--- config.mk ---
export PLATFORM = sky130hd
export DESIGN_NAME = boot_mode_ctrl
export DESIGN_NICKNAME = d
export VERILOG_FILES = /design/src/design/boot_mode_ctrl.v /design/src/design/erase_sequencer.v /design/src/design/pin_sync.v
export VERILOG_INCLUDE_DIRS = /design/src /design/src/design
export SDC_FILE = /design/constraint.sdc
export NUM_CORES = 1
export LEC_CHECK = 0
export BUFFER_PORTS_ARGS = -buffer_cell sky130_fd_sc_hd__buf_4
export CORE_ASPECT_RATIO = 0.8
export CORE_MARGIN = 3
export CORE_UTILIZATION = 49
export CTS_CLUSTER_DIAMETER = 50
export DETAILED_ROUTE_END_ITERATION = 7
export GPL_TIMING_DRIVEN = 0
export PLACE_DENSITY_LB_ADDON = 0.1
export SETUP_SLACK_MARGIN = 0.15
export SYNTH_ARGS = -nofsm -noshare
export SYNTH_HDL_FRONTEND = slang
export SYNTH_SLANG_ARGS = --single-unit
--- constraint.sdc ---
create_clock -name pclk -period 2.3 [get_ports pclk]
set_clock_uncertainty 0.2 [all_clocks]
set_input_delay 0.115 -clock pclk [delete_from_list [all_inputs] [get_ports pclk]]
set_output_delay 0.115 -clock pclk [all_outputs]
set_load 0.01 [all_outputs]
--- src/design/boot_mode_map.vh ---
// Constants for the boot mode, boot ROM map and security block
`ifndef BOOT_MODE_MAP_VH
`define BOOT_MODE_MAP_VH

// APB register byte offsets
`define OFS_CTRL 12'h000
`define OFS_STATUS 12'h004
`define OFS_CONFIG 12'h008
`define OFS_ERASE 12'h00C

// Control and erase register fields
`define CTRL_BOOT_ROM_BIT 0
`define CTRL_ERASE_GO_BIT 1

// Configuration word fields
`define CFG_SEC_DIS_BIT 3
`define CFG_EE_MAP_LSB 4
`define CFG_RESET_VALUE 8'h0F
`define CFG_FORCED_VALUE 8'h0F
`define CFG_EE_AT_0800 8'h05

// EEPROM windows
`define EE_WIN_0800_BASE 16'h0800
`define EE_WIN_0800_LAST 16'h0FFF

// Mode encodings {mode_b, mode_a}
`define MODE_SPECIAL_BOOT 2'b00
`define MODE_SPECIAL_TEST 2'b01
`define MODE_SINGLE_CHIP 2'b10
`define MODE_EXPANDED 2'b11

// Erase timing
`define ERASE_TIME_NS 1000
`define CLK_PERIOD_NS 10
`define ERASE_CYCLES (`ERASE_TIME_NS / `CLK_PERIOD_NS)

// Boot ROM window
`define BOOT_ROM_BASE 16'hBF00
`define VEC_BASE 16'hFFC0

`endif

--- src/design/boot_mode_ctrl.v ---
// Reset-time mode selection, vector remap, boot ROM map and security erase
// Notes on behaviour
// - Special modes force A14 low on vectors
// - Map enable maps boot ROM for reset vector
// - Bootstrap reset sets map enable to one
// - Other modes reset map enable to zero
// - Test mode lets software set map enable
// - Secured part ignores mode A input when picking the mode
// - Security released only after full erase
// - Security disable sits at config bit 3
// - Bootstrap reads of config return default
// - Secured bootstrap or expanded start erases memories
// - Config value 05 maps EEPROM at 0800
`timescale 1ns/1ns
`default_nettype none
`include "boot_mode_map.vh"
module boot_mode_ctrl #(
   parameter ERASE_WORDS = 1024,
   parameter ERASE_AW = 10
) (
   input wire pclk,
   input wire presetn,
   input wire psel,
   input wire penable,
   input wire pwrite,
   input wire [11:0] paddr,
   input wire [31:0] pwdata,
   output reg [31:0] prdata,
   output wire pready,
   output wire pslverr,
   input wire mode_a_pin,
   input wire mode_b_pin,
   input wire [15:0] cpu_addr,
   input wire vector_fetch,
   output reg [15:0] mem_addr,
   output reg boot_rom_sel,
   output reg ee_win_sel,
   output reg special_mode_flag,
   output reg boot_rom_map_enable,
   output reg [1:0] op_mode,
   output reg cpu_hold,
   output wire wipe_we,
   output wire [ERASE_AW-1:0] wipe_addr
);
   // Start-up sequence states
   localparam ST_SAMPLE = 4'b0001;
   localparam ST_ERASE = 4'b0010;
   localparam ST_RUN = 4'b0100;
   localparam ST_WAIT = 4'b1000;

   reg [3:0] state_q;
   reg [3:0] state_d;
   reg [7:0] config_q;
   reg [7:0] config_d;
   reg [1:0] settle_q;
   reg [1:0] settle_d;
   reg erase_start_q;
   reg erase_start_d;
   reg erased_q;
   reg erased_d;
   reg sec_released_q;
   reg sec_released_d;
   reg [1:0] op_mode_d;
   reg special_mode_flag_d;
   reg boot_rom_map_enable_d;
   reg cpu_hold_d;
   reg [31:0] prdata_d;
   reg [15:0] mem_addr_d;
   reg boot_rom_sel_d;
   reg ee_win_sel_d;
   wire [1:0] mode_pins;
   wire erase_busy;
   wire erase_done;
   wire secured;
   wire [1:0] mode_sel;
   wire erase_needed;
   wire mode_latch;
   wire wr_en;
   wire rd_setup;
   wire ctrl_wr;
   wire erase_wr;
   wire config_wr;
   wire release_ok;

   // Decode a byte offset into a valid register hit
   function mapped;
      input [11:0] a;
      begin
         mapped = (a == `OFS_CTRL) || (a == `OFS_STATUS) || (a == `OFS_CONFIG) || (a == `OFS_ERASE);
      end
   endfunction

   // Inclusive address window test
   function in_window;
      input [15:0] a;
      input [15:0] lo;
      input [15:0] hi;
      begin
         in_window = (a >= lo) && (a <= hi);
      end
   endfunction

   // Mode pins cross into the clock domain first
   pin_sync #(
      .WIDTH(2)
   ) u_sync (
      .pclk(pclk),
      .presetn(presetn),
      .async_in({mode_b_pin, mode_a_pin}),
      .sync_out(mode_pins)
   );

   // Memory wipe engine
   erase_sequencer #(
      .ADDR_W(ERASE_AW),
      .WORDS(ERASE_WORDS)
   ) u_erase (
      .pclk(pclk),
      .presetn(presetn),
      .start(erase_start_q),
      .busy(erase_busy),
      .done(erase_done),
      .wipe_we(wipe_we),
      .wipe_addr(wipe_addr)
   );

   // Security state from the nonvolatile word
   assign secured = ~config_q[`CFG_SEC_DIS_BIT];
   // Secured part reads mode A as zero, so mode B alone picks single-chip or bootstrap
   assign mode_sel = secured ? {mode_pins[1], 1'b0} : mode_pins;
   // A secured start with pins asking for bootstrap or expanded wipes the memories first
   assign erase_needed = secured && ((mode_sel == `MODE_SPECIAL_BOOT) || (mode_pins == `MODE_EXPANDED));
   // Pins are taken once the settle count has run out
   assign mode_latch = (state_q == ST_SAMPLE) && (settle_q == 2'b11);

   // Bus decode; the slave never inserts wait states
   assign pready = 1'b1;
   assign wr_en = psel && penable && pwrite;
   assign rd_setup = psel && !penable && !pwrite;
   assign pslverr = psel && penable && !mapped(paddr);
   assign ctrl_wr = wr_en && (paddr == `OFS_CTRL);
   assign erase_wr = wr_en && (paddr == `OFS_ERASE) && pwdata[`CTRL_ERASE_GO_BIT];
   assign config_wr = wr_en && (paddr == `OFS_CONFIG);
   // Lifting security needs a finished wipe and a bootstrap start
   assign release_ok = erased_q && (op_mode == `MODE_SPECIAL_BOOT);

   // Next state of the start-up sequence
   always @*
   begin
      state_d = state_q;
      case (state_q)
         ST_SAMPLE:
            if (settle_q == 2'b11)
               state_d = erase_needed ? ST_ERASE : ST_RUN;
         ST_ERASE:
            state_d = ST_WAIT;
         ST_WAIT:
            if (erase_done)
               state_d = ST_RUN;
         ST_RUN:
            state_d = ST_RUN;
         default:
            state_d = ST_SAMPLE;
      endcase
   end

   // Settle count and operating mode taken from the pins
   always @*
   begin
      settle_d = settle_q;
      op_mode_d = op_mode;
      special_mode_flag_d = special_mode_flag;
      if ((state_q == ST_SAMPLE) && (settle_q != 2'b11))
         settle_d = settle_q + 2'b01;
      if (mode_latch)
      begin
         op_mode_d = mode_sel;
         special_mode_flag_d = ~mode_sel[1];
      end
   end

   // Map enable follows the start mode; software may set it only in a special mode
   always @*
   begin
      boot_rom_map_enable_d = boot_rom_map_enable;
      if (mode_latch)
         boot_rom_map_enable_d = (mode_sel == `MODE_SPECIAL_BOOT);
      if (ctrl_wr && special_mode_flag && (state_q == ST_RUN))
         boot_rom_map_enable_d = pwdata[`CTRL_BOOT_ROM_BIT];
   end

   // Erase start pulse, finished flag and CPU hold release
   always @*
   begin
      erase_start_d = 1'b0;
      erased_d = erased_q;
      cpu_hold_d = cpu_hold;
      if (state_q == ST_ERASE)
         erase_start_d = 1'b1;
      if (erase_wr && !erase_busy)
         erase_start_d = 1'b1;
      if (erase_done)
         erased_d = 1'b1;
      if (state_q == ST_RUN)
         cpu_hold_d = 1'b0;
   end

   // Configuration write; a write that lifts security is dropped until release is allowed
   always @*
   begin
      config_d = config_q;
      sec_released_d = sec_released_q;
      if (config_wr)
      begin
         if (secured && pwdata[`CFG_SEC_DIS_BIT])
         begin
            if (release_ok)
            begin
               config_d = pwdata[7:0];
               sec_released_d = 1'b1;
            end
         end
         else
            config_d = pwdata[7:0];
      end
   end

   // Start-up sequence registers; the CPU stays held until the sequence runs
   always @(posedge pclk or negedge presetn)
   begin
      if (!presetn)
      begin
         state_q <= ST_SAMPLE;
         settle_q <= 2'b00;
         cpu_hold <= 1'b1;
      end
      else
      begin
         state_q <= state_d;
         settle_q <= settle_d;
         cpu_hold <= cpu_hold_d;
      end
   end

   // Latched operating mode and map enable
   always @(posedge pclk or negedge presetn)
   begin
      if (!presetn)
      begin
         op_mode <= `MODE_SINGLE_CHIP;
         special_mode_flag <= 1'b0;
         boot_rom_map_enable <= 1'b0;
      end
      else
      begin
         op_mode <= op_mode_d;
         special_mode_flag <= special_mode_flag_d;
         boot_rom_map_enable <= boot_rom_map_enable_d;
      end
   end

   // Erase control registers
   always @(posedge pclk or negedge presetn)
   begin
      if (!presetn)
      begin
         erase_start_q <= 1'b0;
         erased_q <= 1'b0;
      end
      else
      begin
         erase_start_q <= erase_start_d;
         erased_q <= erased_d;
      end
   end

   // Configuration word and security release flag
   always @(posedge pclk or negedge presetn)
   begin
      if (!presetn)
      begin
         config_q <= `CFG_RESET_VALUE;
         sec_released_q <= 1'b0;
      end
      else
      begin
         config_q <= config_d;
         sec_released_q <= sec_released_d;
      end
   end

   // Read data chosen in the setup phase, held until the next read setup
   always @*
   begin
      prdata_d = prdata;
      if (rd_setup)
      begin
         case (paddr)
            `OFS_CTRL:
               prdata_d = {31'h0000_0000, boot_rom_map_enable};
            `OFS_STATUS:
               prdata_d = {24'h00_0000, sec_released_q, erased_q, erase_busy, secured,
                  special_mode_flag, cpu_hold, op_mode};
            `OFS_CONFIG:
               // Bootstrap mode shows the forced default, never the programmed word
               prdata_d = {24'h00_0000, (op_mode == `MODE_SPECIAL_BOOT) ? `CFG_FORCED_VALUE : config_q};
            `OFS_ERASE:
               prdata_d = {31'h0000_0000, erase_busy};
            default:
               prdata_d = 32'h0000_0000;
         endcase
      end
   end

   // Read data register
   always @(posedge pclk or negedge presetn)
   begin
      if (!presetn)
         prdata <= 32'h0000_0000;
      else
         prdata <= prdata_d;
   end

   // Vector remap, boot ROM and EEPROM window decode
   always @*
   begin
      if (vector_fetch && special_mode_flag)
         mem_addr_d = {cpu_addr[15], 1'b0, cpu_addr[13:0]};
      else
         mem_addr_d = cpu_addr;
      boot_rom_sel_d = boot_rom_map_enable && in_window(cpu_addr, `BOOT_ROM_BASE, 16'hFFFF);
      ee_win_sel_d = (config_q == `CFG_EE_AT_0800) &&
         in_window(cpu_addr, `EE_WIN_0800_BASE, `EE_WIN_0800_LAST);
   end

   // Memory-side outputs come from flip-flops
   always @(posedge pclk or negedge presetn)
   begin
      if (!presetn)
      begin
         mem_addr <= 16'h0000;
         boot_rom_sel <= 1'b0;
         ee_win_sel <= 1'b0;
      end
      else
      begin
         mem_addr <= mem_addr_d;
         boot_rom_sel <= boot_rom_sel_d;
         ee_win_sel <= ee_win_sel_d;
      end
   end
endmodule
`default_nettype wire

--- src/design/erase_sequencer.v ---
// Sequencer that wipes on-chip EEPROM and RAM word by word
`timescale 1ns/1ns
`default_nettype none
module erase_sequencer #(
   parameter ADDR_W = 10,
   parameter WORDS = 1024
) (
   input wire pclk,
   input wire presetn,
   input wire start,
   output reg busy,
   output reg done,
   output reg wipe_we,
   output reg [ADDR_W-1:0] wipe_addr
);
   reg [ADDR_W:0] count_q;

   // Walk every address once, writing the blank value
   always @(posedge pclk or negedge presetn)
   begin
      if (!presetn)
      begin
         busy <= 1'b0;
         done <= 1'b0;
         wipe_we <= 1'b0;
         wipe_addr <= {ADDR_W{1'b0}};
         count_q <= {(ADDR_W+1){1'b0}};
      end
      else if (start && !busy)
      begin
         busy <= 1'b1;
         done <= 1'b0;
         wipe_we <= 1'b1;
         wipe_addr <= {ADDR_W{1'b0}};
         count_q <= {(ADDR_W+1){1'b0}};
      end
      else if (busy)
      begin
         if (count_q == WORDS - 1)
         begin
            busy <= 1'b0;
            done <= 1'b1;
            wipe_we <= 1'b0;
         end
         else
         begin
            count_q <= count_q + 1'b1;
            wipe_addr <= wipe_addr + 1'b1;
         end
      end
   end
endmodule
`default_nettype wire

--- src/design/pin_sync.v ---
// Two flip-flop synchroniser for pin inputs
`timescale 1ns/1ns
`default_nettype none
module pin_sync #(
   parameter WIDTH = 2
) (
   input wire pclk,
   input wire presetn,
   input wire [WIDTH-1:0] async_in,
   output reg [WIDTH-1:0] sync_out
);
   reg [WIDTH-1:0] meta_q;

   // First stage feeds only the second stage
   always @(posedge pclk or negedge presetn)
   begin
      if (!presetn)
      begin
         meta_q <= {WIDTH{1'b0}};
         sync_out <= {WIDTH{1'b0}};
      end
      else
      begin
         meta_q <= async_in;
         sync_out <= meta_q;
      end
   end
endmodule
`default_nettype wire

# Yosys cells after proc, flatten, opt, wreduce, memory -nomap -nowiden
# Cells that the tools add are included.
# totals
out_inout_bits,68
input_bits,68
ff_bits,100
# classes
n_reduce_logical,42
bitwise_logic,2
magnitude_cmp,4
n_addsub,3
muxes,29
n_eq_ne,16
# op_table
operator,n
two-way mux 11 bit,3
case mux 8 bit (4 select lines),1
two-way mux 10 bit,3
equality test 12 x 4 -> 1 bit (second input constant),2
two-way mux 8 bit,3
logical AND 1 bit,23
greater-or-equal comparator 16 x 12 -> 1 bit (second input constant),1
greater-or-equal comparator 16 bit (second input constant),1
<= comparator 16 x 12 -> 1 bit (second input constant),1
<= comparator 16 bit (second input constant),1
case mux 4 bit (4 select lines),1
two-way mux 15 bit,1
two-way mux 1 bit,14
equality test 12 x 3 -> 1 bit (second input constant),1
logical NOT 12 bit,1
adder 11 x 1 -> 11 bit (second input constant),1
equality test 11 x 10 -> 1 bit (second input constant),1
adder 10 x 1 -> 10 bit (second input constant),1
equality test 8 x 3 -> 1 bit (second input constant),1
two-way mux 4 bit,2
AND reduction 2 bit,4
!= test 2 bit (second input constant),3
nonzero test 2 bit,3
equality test 2 bit (second input constant),2
12 further kinds,21

# Longest topological paths before layout
# logic_depth
word_depth,7
mapped_depth,6
ltp_nobuf,5

# Modules after synthesis
# From an unflattened synthesis, not the netlist that was laid out.
# unflattened
cells_unflattened,316
area_unflattened_um2,3513.4
# by_module_without_submodules
module,seq_area_each_um2,cells_each,area_per_inst_um2,n_inst
boot_mode_ctrl,1209.9,188,2200.9,1
erase_sequencer,600.6,124,1212.4,1
pin_sync,100.1,4,100.1,1

# Worst setup path after synthesis
# No wires, ideal clock.
# synth_timing
kind,register to register
start,register op_mode[0]
end,register config_q[4]
slack_ns,0.394
synth_period_minus_slack_ns,1.906
setup_time_ns,0.125
arrival_ns,1.581
required_ns,1.975
path_buffers,0
stages_incl_launch_ff,5
cell_sequence,dfrtp_1 > nor2_1 > a21boi_0 > nor3b_4 > mux2_2
# synth_between
elab_chain_cells,4
# synth_rtl
item,line_no,source
from (decl),boot_mode_ctrl.v:40,"output reg [1:0] op_mode,"
from (signal assigned),boot_mode_ctrl.v:250,op_mode <= `MODE_SINGLE_CHIP;
from (signal assigned),boot_mode_ctrl.v:256,op_mode <= op_mode_d;
logical NOT 2 bit (no source line),-,
logical AND 1 bit,boot_mode_ctrl.v:145,assign release_ok = erased_q && (op_mode == `MODE_SPECIAL_BOOT);
!= test 2 bit (no source line),-,
AND reduction 2 bit (no source line),-,
to (signal assigned),boot_mode_ctrl.v:282,config_q <= `CFG_RESET_VALUE;
to (signal assigned),boot_mode_ctrl.v:287,config_q <= config_d;
to (decl),boot_mode_ctrl.v:53,reg [7:0] config_q;
# No other way between the ends.
# A chain may end at the register's enable or synchronous reset.

# Final worst setup path
# layout_timing
start,register u_erase.count_q[0]
end,register u_erase.wipe_addr[6]
# layout_between
elab_chain_cells,3
# layout_rtl
item,line_no,source
from (decl),erase_sequencer.v:16,reg [ADDR_W:0] count_q;
from (signal assigned),erase_sequencer.v:27,count_q <= {(ADDR_W+1){1'b0}};
from (signal assigned),erase_sequencer.v:35,count_q <= {(ADDR_W+1){1'b0}};
from (signal assigned),erase_sequencer.v:47,count_q <= count_q + 1'b1;
equality test 11 x 10 -> 1 bit,erase_sequencer.v:39,if (count_q == WORDS - 1)
!= test 2 x 1 -> 1 bit (no source line),-,
AND reduction 2 bit (no source line),-,
to (signal assigned),erase_sequencer.v:26,wipe_addr <= {ADDR_W{1'b0}};
to (signal assigned),erase_sequencer.v:34,wipe_addr <= {ADDR_W{1'b0}};
to (signal assigned),erase_sequencer.v:48,wipe_addr <= wipe_addr + 1'b1;
to (decl),erase_sequencer.v:14,output reg [ADDR_W-1:0] wipe_addr
# No other way between the ends.

==> flow_summary.toml <==
[logic_synthesis]
syn_inst = 314
yosys.cell_types.count = 54
yosysWarnings = 0
synth_edf_count = 0
synth_most_common_cell = "dfrtp_1"
yosysTopAreaCellShare_pct = 48.5
synthTopCellsByCount = "dfrtp_1, buf_4, nand2_1"
synth_area_um2 = 3560
ys_ff_latch = 76
synth-main-ff-cell = "dfrtp_1"
ys_top_cells_by_area = "dfrtp_1, buf_4, dfstp_2, mux2_2, nand2_1"
synth_top_area_cell = "dfrtp_1"
syn_area_per_cell_um2 = 11.3
synthArstFlopShare_pct = 100
synth_seq_area_share_pct = 53.6

[power]
leakage_nw = 2.33
ir_drop_uv = 356
total_power_mw = 3.33
power_density_nw_per_um2 = 662

[routing]
viasPerCell = 5.34
wl_um = 8850
drtAntennaViolNets = 0
vias = 2999
drt_iter0_drc = 126
avgRoutedWirePerCell_um = 15.7
drcViolationCount = 0
firstDrtPassIters = 4

[final_layout]
syn_to_final_growth_pct = 41.3
final_nets = 542
final_design_area_no_fill_um2 = 5040
diodes = 0
fin_cells = 562
drive_above_1_share_pct = 36.0

[timing]
worst_pin_slew_ps = 937
setup_viol = 0
setup_ws_ps = 240
grt_setup_unrepaired = "yes"
slew_headroom_pct = 37.6
finalHoldViolCount = 0
min_period_over_period_pct = 89.6
slew_viol_final = 0
fmax_mhz = 485
setup_tns_ps = 0
period_needed_ps = 2060

[global_routing]
grt_antenna_before_repair = 0
grt_pass1_vias = 2897
grt_usage_pct = 22.9
globalRouteOverflowTotal = 0
grt_pass1_wl_um = 14600
grt_max_degree = 77

[run]
drv_cap = 0

[floorplanning]
io_pins = 136
die_area_um2 = 8340
rows = 27
die_h_um = 82.3
start_util_pct = 51.2
coreArea_um2 = 6960
die_w_um = 101

[setup_path]
crit_fanout = 10
crit_type = "register to register"
cp_slowest_cell = "dfrtp_1"
cp-start-kind = "register"
cp.arrival_ps = 2080
cp.required_ps = 2320
end_kind = "register"
cpPeakStageDelay_ps = 420
crit_path_cell_trace = "ha_1 -> nand4b_1 -> buf_4 -> o31ai_4 -> buf_2 -> o311ai_0 -> o41ai_1"

[outcome]
status = "completed"

[cts]
cts_tree = "built"
cts-root-buf = "clkbuf_8"
insertion_delay_ps = 350
cts_buffers = 9
clock_path_buffers = 2
cts_max_level = 3
cts.clk_slew.worst_paths_ps = 80
numClockSinks = 76

[placement]
dpl_worst_slack_ps = 98.1
port-buffer-count = 86
dp_hpwl_um = 6160
post_dp_cell_area_um2 = 4400
routabilityCongestion = 0.869
placed_cells = 510

[min_path]
min_path_type = "input port to register"
layer usage:
layer | wire [um] | global-route usage [%] | share of wire, %
met1 | 3860 | 31.2 | 44
met2 | 4210 | 35.8 | 48
met3 | 632 | 6.38 | 7.1
met4 | 153 | 7.44 | 1.7
met5 | 0 | 0 | 0
timing repair:
action	in CTS	in global routing
setup buffers	2	2
endpoints found under the hold margin	101	0
pin swaps	1	1
resized for setup	1	9
endpoints found under the setup margin	10	29
hold buffers	33	0
through the flow:
| step | hold WS (ps) | utilization, % |
|---|---|---|
| after floorplan | -381 | - |
| after global placement | 23.9 | 63.3 |
| after detailed placement | 25.6 | 63.3 |
| after CTS | 85.8 | 71.7 |
| after global routing | 136 | 72.4 |
| final | 118 | 72.4 |
registers in the layout, indices dropped and copies added (netlist names), 4 cells and up:
signal / count
config_q: 8
mem_addr: 16
prdata: 8
state_q: 4
u_erase.count_q: 11
u_erase.wipe_addr: 10
placed cells by master, fill, tap and decap left out, types with 4 or more instances in the layout:
master	synthesis	final
dfstp_2	7	7
nand4_1	4	4
o211ai_1	5	5
conb_1	2	25
a21o_1	6	6
nand3_1	10	10
nor2_1	16	15
dlygate4sd3_1	0	33
or3_1	4	4
a21oi_1	6	6
a31oi_1	4	4
o21ai_0	6	6
dfrtp_1	69	69
clkbuf_1	9	7
nand2_1	21	21
o31ai_1	9	8
nand4b_1	4	4
inv_1	7	7
and3_1	4	4
nor3_1	9	8
nor3b_1	8	8
mux2_2	12	12
clkbuf_8	0	11
xnor2_1	5	5
nor2b_1	5	5
buf_4	25	114
where the power goes:
group	internal [mW]	switching (mW)	leakage, nW	total (mW)
clock	0.662	0.476	0.111	1.14
combinational	0.340	0.337	1.27	0.678
sequential	1.44	0.0779	0.944	1.52
kinds of logic (layout without fill, tap and decap cells):
kind of cell / Yosys count / count (layout) / synth area share [%]
XOR/XNOR: 6 / 6 / 1.47
flip-flops: 76 / 76 / 53.6
multiplexers: 16 / 16 / 5.30
other: 2 / 25 / 0.211
AO/OA/AOI/OAI: 62 / 62 / 12.9
adder cells (fa/ha/maj): 3 / 3 / 1.05
buffers and inverters: 43 / 181 / 7.23
AND/OR/NAND/NOR: 106 / 106 / 18.2
path summary, 6_finish.rpt:
| check | startpoint | to | slack, ps | cells past startpoint |
|---|---|---|---|---|
| max | u_erase.count_q[0] | u_erase.wipe_addr[6] | 240 | 7 |
| min | paddr[7] | boot_rom_map_enable | 120 | 5 |
| max reg2reg | u_erase.count_q[0] | u_erase.wipe_addr[6] | 240 | 7 |
| min reg2reg | u_sync.meta_q[1] | u_sync.sync_out[1] | 150 | 0 |
| max in group asynchronous | presetn | u_erase.count_q[8] | 1040 | 2 |
| min in group asynchronous | presetn | mem_addr[13] | 240 | 2 |
cell type report:
type | instances | area (um^2)
timing repair buffer | 123 | 1020
buffer | 36 | 234
sequential | 76 | 1910
inverter | 7 | 26.3
clock buffer | 11 | 151
fill | 521 | 1920
clock inverter | 4 | 72.6
multi-input combinational | 218 | 1510
tap | 87 | 109
worst max-delay path, delay by kind of cell (launching register included):
kind,cells,cell delay [ps]
fa+ha+maj,1,270
buf+inv,2,350
simple gates,1,110
flops,1,420
compound gates,3,570
No activity file was read; power rests on OpenSTA's default activity.
